**src/design/txc_pkg.sv**
```systemverilog
// Package for the transmit buffer command decoder: register map, command word
// field positions, interrupt bit layout, reset values and decoder states.
// Assumes a 32-bit APB register bus with byte addresses on an 8-bit window.
package txc_pkg;

    // Register byte offsets
    localparam logic [7:0]  ADDR_DATA      = 8'h00;
    localparam logic [7:0]  ADDR_STATE     = 8'h04;
    localparam logic [7:0]  ADDR_INT_STS   = 8'h08;
    localparam logic [7:0]  ADDR_INT_EN    = 8'h0c;
    localparam logic [7:0]  ADDR_TAG       = 8'h10;
    localparam logic [7:0]  ADDR_KEPT      = 8'h14;
    localparam logic [7:0]  ADDR_DROP      = 8'h18;

    // Command A fields
    localparam int          A_IOC_BIT      = 31;
    localparam int          A_RSVD_HI      = 30;
    localparam int          A_RSVD_LO      = 26;
    localparam int          A_ALIGN_HI     = 25;
    localparam int          A_ALIGN_LO     = 24;
    localparam int          A_OFS_HI       = 20;
    localparam int          A_OFS_LO       = 16;
    localparam int          A_FS_BIT       = 13;
    localparam int          A_LS_BIT       = 12;
    localparam int          A_SIZE_HI      = 10;
    localparam int          A_SIZE_LO      = 0;

    // Command B fields
    localparam int          B_TAG_HI       = 31;
    localparam int          B_TAG_LO       = 16;

    // End alignment codes
    localparam logic [1:0]  ALIGN_4        = 2'h0;
    localparam logic [1:0]  ALIGN_16       = 2'h1;
    localparam logic [1:0]  ALIGN_32       = 2'h2;

    // Interrupt status and enable layout
    localparam int          INT_W          = 2;
    localparam int          INT_DONE_BIT   = 0;
    localparam int          INT_TXE_BIT    = 1;
    localparam logic [1:0]  INT_EN_RST     = 2'h0;

    // Widths and reset values of counters
    localparam int          DW_W           = 12;
    localparam int          CNT_W          = 16;
    localparam logic [15:0] CNT_RST        = 16'h0000;
    localparam logic [31:0] WORD_RST       = 32'h0000_0000;

    typedef enum logic [1:0] {
        ST_CMD_A,
        ST_CMD_B,
        ST_DATA
    } txc_state_t;

endpackage

```
**src/design/txc_decoder.sv**
```systemverilog
// Transmit buffer command decoder with its APB register file.
// Assumes the host pushes command and payload dwords by APB writes to the data
// register; kept payload leaves on a one-cycle strobe toward the transmit FIFO.
//
// The register offsets and the APB register port were decided locally.

// Contract
// - Each buffer opens with two 32-bit words: command A then command B.
// - Differing command B within one packet raises the transmit error flag.
// - A 16-bit packet tag is taken from command B of the packet's last buffer.
// - The tag is returned with the status of its packet.
// - Command A bit 31 raises buffer loaded flag once the buffer is fully in.
// - Pad dwords at the buffer end are discarded, never transmitted.
// - Not every written word is stored; stored and dropped words are counted.
module txc_decoder (
    input  wire logic        pclk,
    input  wire logic        presetn,
    input  wire logic        psel,
    input  wire logic        penable,
    input  wire logic        pwrite,
    input  wire logic [7:0]  paddr,
    input  wire logic [31:0] pwdata,
    output logic             pready,
    output logic [31:0]      prdata,
    output logic             pslverr,
    output logic             fifo_valid,
    output logic [31:0]      fifo_data,
    output logic             status_valid,
    output logic [15:0]      status_tag,
    output logic             irq
);

    // APB access phase in which a transfer completes
    logic        acc;
    logic        wr_acc;
    logic        data_push;
    logic        mapped;

    // APB answer registers
    logic        next_pready;
    logic [31:0] next_prdata;
    logic        next_pslverr;

    // Decoder state
    txc_pkg::txc_state_t state;
    txc_pkg::txc_state_t next_state;
    logic [31:0]         cmd_a;
    logic [31:0]         next_cmd_a;
    logic [31:0]         cmd_b;
    logic [31:0]         next_cmd_b;
    logic                pkt_open;
    logic                next_pkt_open;
    logic [txc_pkg::DW_W-1:0] dw_idx;
    logic [txc_pkg::DW_W-1:0] next_dw_idx;
    logic [txc_pkg::CNT_W-1:0] kept_cnt;
    logic [txc_pkg::CNT_W-1:0] next_kept_cnt;
    logic [txc_pkg::CNT_W-1:0] drop_cnt;
    logic [txc_pkg::CNT_W-1:0] next_drop_cnt;
    logic                next_fifo_valid;
    logic [31:0]         next_fifo_data;
    logic                next_status_valid;
    logic [15:0]         next_status_tag;

    // Events and interrupt registers
    logic                       ev_done;
    logic                       ev_txe;
    logic [txc_pkg::INT_W-1:0]  int_en;
    logic [txc_pkg::INT_W-1:0]  next_int_en;
    logic [txc_pkg::INT_W-1:0]  int_sts;
    logic [txc_pkg::INT_W-1:0]  sts_clear;
    logic [txc_pkg::INT_W-1:0]  event_set;

    // Sizes of the buffer in progress
    logic [txc_pkg::DW_W-1:0] data_dw;
    logic [txc_pkg::DW_W-1:0] total_dw;
    logic                     align_bad;
    // Only the alignment check is taken from a word still on the bus
    logic                     new_align_bad;

    // Finish of a buffer: status and flags
    function automatic logic is_last_dw(
        input logic [txc_pkg::DW_W-1:0] idx,
        input logic [txc_pkg::DW_W-1:0] total
    );
        is_last_dw = (idx + 12'h001) == total;
    endfunction

    // Sizes for the stored command A; a freshly written one gets only its alignment check
    txc_pad_calc u_size (
        .cmd_a     (cmd_a),
        .data_dw   (data_dw),
        .total_dw  (total_dw),
        .align_bad (align_bad)
    );

    // Checks command A while it is written, before it is stored
    txc_pad_calc u_size_new (
        .cmd_a     (pwdata),
        .data_dw   (),
        .total_dw  (),
        .align_bad (new_align_bad)
    );

    txc_irq u_irq (
        .pclk      (pclk),
        .presetn   (presetn),
        .event_set (event_set),
        .sts_clear (sts_clear),
        .int_en    (int_en),
        .int_sts   (int_sts),
        .irq       (irq)
    );

    // APB decode; pready is high in the first cycle of the access phase
    always_comb
    begin
        acc       = psel && penable && pready;
        wr_acc    = acc && pwrite;
        data_push = wr_acc && (paddr == txc_pkg::ADDR_DATA);
        mapped    = (paddr == txc_pkg::ADDR_DATA) || (paddr == txc_pkg::ADDR_STATE)
                 || (paddr == txc_pkg::ADDR_INT_STS) || (paddr == txc_pkg::ADDR_INT_EN)
                 || (paddr == txc_pkg::ADDR_TAG) || (paddr == txc_pkg::ADDR_KEPT)
                 || (paddr == txc_pkg::ADDR_DROP);
        sts_clear = '0;
        next_int_en = int_en;
        if (wr_acc && paddr == txc_pkg::ADDR_INT_STS)
        begin
            sts_clear = pwdata[txc_pkg::INT_W-1:0];
        end
        if (wr_acc && paddr == txc_pkg::ADDR_INT_EN)
        begin
            next_int_en = pwdata[txc_pkg::INT_W-1:0];
        end
    end

    // Answer set up during the setup cycle so it is ready at the access edge
    always_comb
    begin
        next_pready  = psel && !penable;
        next_pslverr = psel && !penable && !mapped;
        next_prdata  = txc_pkg::WORD_RST;
        if (psel && !penable && !pwrite)
        begin
            unique case (paddr)
                txc_pkg::ADDR_STATE:   next_prdata = {15'h0000, pkt_open, dw_idx, 2'h0, state};
                txc_pkg::ADDR_INT_STS: next_prdata = {30'h0000_0000, int_sts};
                txc_pkg::ADDR_INT_EN:  next_prdata = {30'h0000_0000, int_en};
                txc_pkg::ADDR_TAG:     next_prdata = cmd_b;
                txc_pkg::ADDR_KEPT:    next_prdata = {16'h0000, kept_cnt};
                txc_pkg::ADDR_DROP:    next_prdata = {16'h0000, drop_cnt};
                default:               next_prdata = txc_pkg::WORD_RST;
            endcase
        end
    end

    always_ff @(posedge pclk or negedge presetn)
    begin
        if (!presetn)
        begin
            pready  <= 1'b0;
            pslverr <= 1'b0;
            prdata  <= txc_pkg::WORD_RST;
            int_en  <= txc_pkg::INT_EN_RST;
        end
        else
        begin
            pready  <= next_pready;
            pslverr <= next_pslverr;
            prdata  <= next_prdata;
            int_en  <= next_int_en;
        end
    end

    // Command and payload sequencing, one dword per data register write
    always_comb
    begin
        next_state        = state;
        next_cmd_a        = cmd_a;
        next_cmd_b        = cmd_b;
        next_pkt_open     = pkt_open;
        next_dw_idx       = dw_idx;
        next_kept_cnt     = kept_cnt;
        next_drop_cnt     = drop_cnt;
        next_fifo_valid   = 1'b0;
        next_fifo_data    = fifo_data;
        next_status_valid = 1'b0;
        next_status_tag   = status_tag;
        ev_done           = 1'b0;
        ev_txe            = 1'b0;
        if (data_push)
        begin
            unique case (state)
                txc_pkg::ST_CMD_A:
                begin
                    // First dword of a buffer is always command A
                    next_cmd_a  = pwdata;
                    next_dw_idx = '0;
                    next_state  = txc_pkg::ST_CMD_B;
                    // Reserved alignment code cannot be honoured
                    if (new_align_bad)
                    begin
                        ev_txe = 1'b1;
                    end
                end
                txc_pkg::ST_CMD_B:
                begin
                    next_cmd_b = pwdata;
                    if (cmd_a[txc_pkg::A_FS_BIT])
                    begin
                        next_pkt_open = 1'b1;
                    end
                    else if (!pkt_open || pwdata != cmd_b)
                    begin
                        // Later buffer with no open packet, or with a command B differing from the packet's
                        ev_txe = 1'b1;
                    end
                    if (total_dw == '0)
                    begin
                        // Empty buffer completes as soon as its command is in
                        next_state = txc_pkg::ST_CMD_A;
                        ev_done    = cmd_a[txc_pkg::A_IOC_BIT];
                        if (cmd_a[txc_pkg::A_LS_BIT])
                        begin
                            next_status_valid = 1'b1;
                            next_status_tag   = pwdata[txc_pkg::B_TAG_HI:txc_pkg::B_TAG_LO];
                            next_pkt_open     = 1'b0;
                        end
                    end
                    else
                    begin
                        next_state = txc_pkg::ST_DATA;
                    end
                end
                txc_pkg::ST_DATA:
                begin
                    next_dw_idx = dw_idx + 12'h001;
                    if (dw_idx < data_dw)
                    begin
                        next_fifo_valid = 1'b1;
                        next_fifo_data  = pwdata;
                        next_kept_cnt   = kept_cnt + 16'h0001;
                    end
                    else
                    begin
                        // Pad dword past the payload is dropped
                        next_drop_cnt = drop_cnt + 16'h0001;
                    end
                    if (is_last_dw(dw_idx, total_dw))
                    begin
                        next_state = txc_pkg::ST_CMD_A;
                        ev_done    = cmd_a[txc_pkg::A_IOC_BIT];
                        if (cmd_a[txc_pkg::A_LS_BIT])
                        begin
                            next_status_valid = 1'b1;
                            next_status_tag   = cmd_b[txc_pkg::B_TAG_HI:txc_pkg::B_TAG_LO];
                            next_pkt_open     = 1'b0;
                        end
                    end
                end
            endcase
        end
        event_set = '0;
        event_set[txc_pkg::INT_DONE_BIT] = ev_done;
        event_set[txc_pkg::INT_TXE_BIT]  = ev_txe;
    end

    // Decoder registers; counters wrap silently, software reads differences
    always_ff @(posedge pclk or negedge presetn)
    begin
        if (!presetn)
        begin
            state        <= txc_pkg::ST_CMD_A;
            cmd_a        <= txc_pkg::WORD_RST;
            cmd_b        <= txc_pkg::WORD_RST;
            pkt_open     <= 1'b0;
            dw_idx       <= '0;
            kept_cnt     <= txc_pkg::CNT_RST;
            drop_cnt     <= txc_pkg::CNT_RST;
            fifo_valid   <= 1'b0;
            fifo_data    <= txc_pkg::WORD_RST;
            status_valid <= 1'b0;
            status_tag   <= txc_pkg::CNT_RST;
        end
        else
        begin
            state        <= next_state;
            cmd_a        <= next_cmd_a;
            cmd_b        <= next_cmd_b;
            pkt_open     <= next_pkt_open;
            dw_idx       <= next_dw_idx;
            kept_cnt     <= next_kept_cnt;
            drop_cnt     <= next_drop_cnt;
            fifo_valid   <= next_fifo_valid;
            fifo_data    <= next_fifo_data;
            status_valid <= next_status_valid;
            status_tag   <= next_status_tag;
        end
    end

endmodule

```
**src/design/txc_pad_calc.sv**
```systemverilog
// Size calculator for one transmit buffer, from its command A word.
// Assumes command A is stable while the results are used; purely combinational.
module txc_pad_calc (
    input  wire logic [31:0]             cmd_a,
    output logic      [txc_pkg::DW_W-1:0] data_dw,
    output logic      [txc_pkg::DW_W-1:0] total_dw,
    output logic                          align_bad
);

    // Round a dword count up to a multiple of (mask + 1)
    function automatic logic [txc_pkg::DW_W-1:0] round_up(
        input logic [txc_pkg::DW_W-1:0] value,
        input logic [txc_pkg::DW_W-1:0] mask
    );
        logic [txc_pkg::DW_W:0] sum;
        sum = {1'b0, value} + {1'b0, mask};
        round_up = sum[txc_pkg::DW_W-1:0] & ~mask;
    endfunction

    logic [12:0] byte_end;
    logic [1:0]  align;

    // Offset and size give the dwords that carry payload
    always_comb
    begin
        byte_end = 13'(cmd_a[txc_pkg::A_SIZE_HI:txc_pkg::A_SIZE_LO])
                 + 13'(cmd_a[txc_pkg::A_OFS_HI:txc_pkg::A_OFS_LO]) + 13'h3;
        data_dw  = {1'b0, byte_end[12:2]};
        align    = cmd_a[txc_pkg::A_ALIGN_HI:txc_pkg::A_ALIGN_LO];
        align_bad = 1'b0;
        // Host pads up to the chosen end alignment; these pads get dropped
        unique case (align)
            txc_pkg::ALIGN_4:  total_dw = data_dw;
            txc_pkg::ALIGN_16: total_dw = round_up(data_dw, 12'h003);
            txc_pkg::ALIGN_32: total_dw = round_up(data_dw, 12'h007);
            default:
            begin
                // Reserved code: treat as no padding and report it
                total_dw  = data_dw;
                align_bad = 1'b1;
            end
        endcase
    end

endmodule

```
**src/design/txc_irq.sv**
```systemverilog
// Sticky interrupt status with write-one-to-clear, mask and one level output.
// Assumes event inputs are single-cycle pulses on pclk.
module txc_irq (
    input  wire logic                      pclk,
    input  wire logic                      presetn,
    input  wire logic [txc_pkg::INT_W-1:0] event_set,
    input  wire logic [txc_pkg::INT_W-1:0] sts_clear,
    input  wire logic [txc_pkg::INT_W-1:0] int_en,
    output logic      [txc_pkg::INT_W-1:0] int_sts,
    output logic                           irq
);

    logic [txc_pkg::INT_W-1:0] next_int_sts;
    logic                      next_irq;

    // Set wins over a clear in the same cycle so no event is lost
    always_comb
    begin
        next_int_sts = (int_sts & ~sts_clear) | event_set;
        next_irq     = |(next_int_sts & int_en);
    end

    // Registered so the interrupt pin is glitch free
    always_ff @(posedge pclk or negedge presetn)
    begin
        if (!presetn)
        begin
            int_sts <= '0;
            irq     <= 1'b0;
        end
        else
        begin
            int_sts <= next_int_sts;
            irq     <= next_irq;
        end
    end

endmodule

```
**config.mk**
```make
export PLATFORM = sky130hd
export DESIGN_NAME = txc_decoder
export DESIGN_NICKNAME = d
export VERILOG_FILES = /design/src/design/txc_pkg.sv /design/src/design/txc_decoder.sv /design/src/design/txc_pad_calc.sv /design/src/design/txc_irq.sv
export SDC_FILE = /design/constraint.sdc
export NUM_CORES = 1
export LEC_CHECK = 0
export BUFFER_PORTS_ARGS = -buffer_cell sky130_fd_sc_hd__buf_2
export CORE_ASPECT_RATIO = 0.7
export CORE_UTILIZATION = 40
export DETAILED_ROUTE_END_ITERATION = 12
export GPL_TIMING_DRIVEN = 0
export PLACE_DENSITY = 0.72
export SLEW_MARGIN = 40
export SYNTH_ARGS = -nofsm -noshare
export SYNTH_HDL_FRONTEND = slang
export SYNTH_HIERARCHICAL = 1
export SYNTH_SLANG_ARGS = --single-unit
```
**constraint.sdc**
```tcl
create_clock -name pclk -period 4.3 [get_ports pclk]
set_input_delay 0.43 -clock pclk [delete_from_list [all_inputs] [get_ports pclk]]
set_output_delay 0.43 -clock pclk [all_outputs]
set_load 0.02 [all_outputs]
```
==> results.ini <==
[run_status]
status=complete, but fails checks
failed_checks=setup timing

[placement]
io_buffers=128
post-dp-hpwl_um=21020
place_congestion=0.9547
dpl_cell_area_mm2=0.01152
placedCellCount=1505

[timing]
slew_headroom_pct=49.91
grt_setup_unrepaired=yes
finalSetupViolCount=31
holdWs_ps=244.8
slew_violations=0
worst_slack_ps=-278.6
finalHoldViolCount=0
skew_ps=17.01
worst_pin_slew_ps=751.4
post-route-period-util_pct=106.5
fmax_mhz=218.4
min_period_ps=4579

[worst_setup_path]
r2r_slack_ps=-280
slowest_stage=or4_4
cp_data_required_time_ps=4620
startpoint=cmd_a[1]
r2r-start=cmd_a[1]
crit_path_end=status_tag[12]
worstSetupEndpointType=flop
worstReg2RegEnd=status_tag[12]
cpPeakStageDelay_ps=540
reg2reg_depth=18
startpoint_type=flop
cp_cell_sequence=inv_1 > ha_1 > o21bai_4 > fa_2 > nor2b_4 > o2111ai_2 > mux2_4 > o22ai_4 > nand2_2 > a21oi_2 > a21oi_2 > or4_4 > a211oi_4 > o21ai_2 > o32a_1 > buf_6 > buf_12 > mux2_4
path_class=flop to flop
arrival_ps=4900
crit_fanout=10

[synthesis]
yosys_warnings=6
avgSynthCellArea_um2=9.870
netlist_area_mm2=0.01031
synth_cells=1045

[floorplan]
core_area_mm2=0.02498
fp-row-count=48
die_w_um=193.9
die_h_um=136.3
ios=130
die_area_mm2=0.02644
initial_core_util_pct=41.28

[layout]
mostFrequentLayoutCell=nand2_1
regArea_mm2=0.004730
multi_input_area_mm2=0.005451
layout_common_cells=nand2_1 (225), dfrtp_1 (189), buf_2 (134)
nFillCells=2307
fin_cells=1556
finish.utilization_pct=50.21
nets=1293
area.growth.synth_to_final_pct=21.62
final_cell_area_mm2=0.01254
drive_gt1_share_pct=26.67

[power]
vdd_ir_drop_max_v=0.0002745
power_frac_clock_pct=46.3
p_int_w=0.002751
p_per_area_mw_per_mm2=288.2
p_leak_nw=6.238
power_frac_comb_pct=4.6
seqPwrFrac_pct=49.2
p_sw_w=0.0008640
switching_share_pct=23.90

[clock_tree]
cts_buffer_depth=2
h-tree-depth=4
cts_tree=built
cts_root_buffer=clkbuf_16
clkTransAtPathRegs_ps=80
clk_latency_ps=440
cts.sinks=189
cts_buffers=17

[routing]
drt_pass1_iterations=6
routed_wl_um=28460
drc=0
ant_nets=0
num_vias=8396
via_per_inst=5.396
post_drt_wl_per_cell_um=18.29
drt_iter0_markers=852

[grt]
grt_pass1_vias=8064
grt_max_degree=60
antenna_found_initial=1
track_usage_pct=22.07
grt-ovfl-total=0
grt_pass1_wl_um=45220

[job]
maxCapViolCount=0

[min_path]
min_path_type=primary input to flop

==> state kept, by name, indices dropped and copies added, names as in the netlist, 2 cells and up <==
signal         flops
drop_cnt          16
cmd_a             21
int_en             2
u_irq/int_sts      2
status_tag        16
prdata            32
state              2
fifo_data         32
cmd_b             32
dw_idx            12
kept_cnt          16
==> power by group through the flow <==
stage,clock (W),sequential [W],combinational (W)
after floorplan,0,0.00181,0.0000535
after CTS,0.00168,0.00178,0.000164
after global placement,0,0.00181,0.000146
after global routing,0.00176,0.00178,0.000181
after detailed placement,0,0.00181,0.000160
final,0.00167,0.00178,0.000165
==> how the worst min path moves through the flow <==
stage | startpoint | endpoint | slack, ps | depth (start not counted)
finish | pwdata[28] | fifo_data[28] | 240 | 3
global route | pwdata[28] | fifo_data[28] | 250 | 3
CTS | pwdata[28] | fifo_data[28] | 240 | 3
detailed placement | presetn | prdata[16] | 290 | 1
global placement | fifo_data[29] | fifo_data[29] | 440 | 2
floorplan | presetn | cmd_a[0] | 130 | 0
==> critical path, delay by kind of cell (launching register included) <==
kind | cells | cell delay [ps]
DFF | 1 | 350
buffers and inverters | 3 | 340
and+or+nand+nor | 3 | 860
AOI/OAI and AO/OA | 8 | 1640
muxes | 2 | 600
adders and majority gates | 2 | 690
==> through the flow <==
stage / setup slack (ps) / TNS (ps) / power (W)
3_5_place_dp: -501.9 / -21170 / 0.001972
3_3_place_gp: -650.2 / -82520 / 0.001959
6_report: -278.6 / -4625 / 0.003615
2_1_floorplan: 28.19 / 0 / 0.001868
5_1_grt: -466.2 / -16140 / 0.003720
4_1_cts: -209.3 / -3108 / 0.003623
==> layout make-up <==
type,count,share of cell area (%)
multi-input combinational,766,43.46
sequential,189,37.71
timing repair buffer,151,7.162
clock buffer,19,3.611
tap,325,3.242
buffer,57,2.384
clock inverter,12,1.337
inverter,36,1.077
antenna,1,0.01995
==> metal layers <==
layer,track usage [%],routed length (um),vias to the layer above
met2,34.52,12780,275
met4,4.365,323,0
met5,0,0,-
met1,32.04,13560,4166
li1,-,-,3928
met3,4.044,1791,27
==> what timing repair did <==
item,4_1_cts,5_1_grt
buffers inserted,13,5
hold buffers,1,0
resized for setup,33,12
pin swaps,19,6
endpoints found under the setup margin,78,73
hold endpoints to repair,22,0
Note: power is estimated with default switching activity, not from simulation.
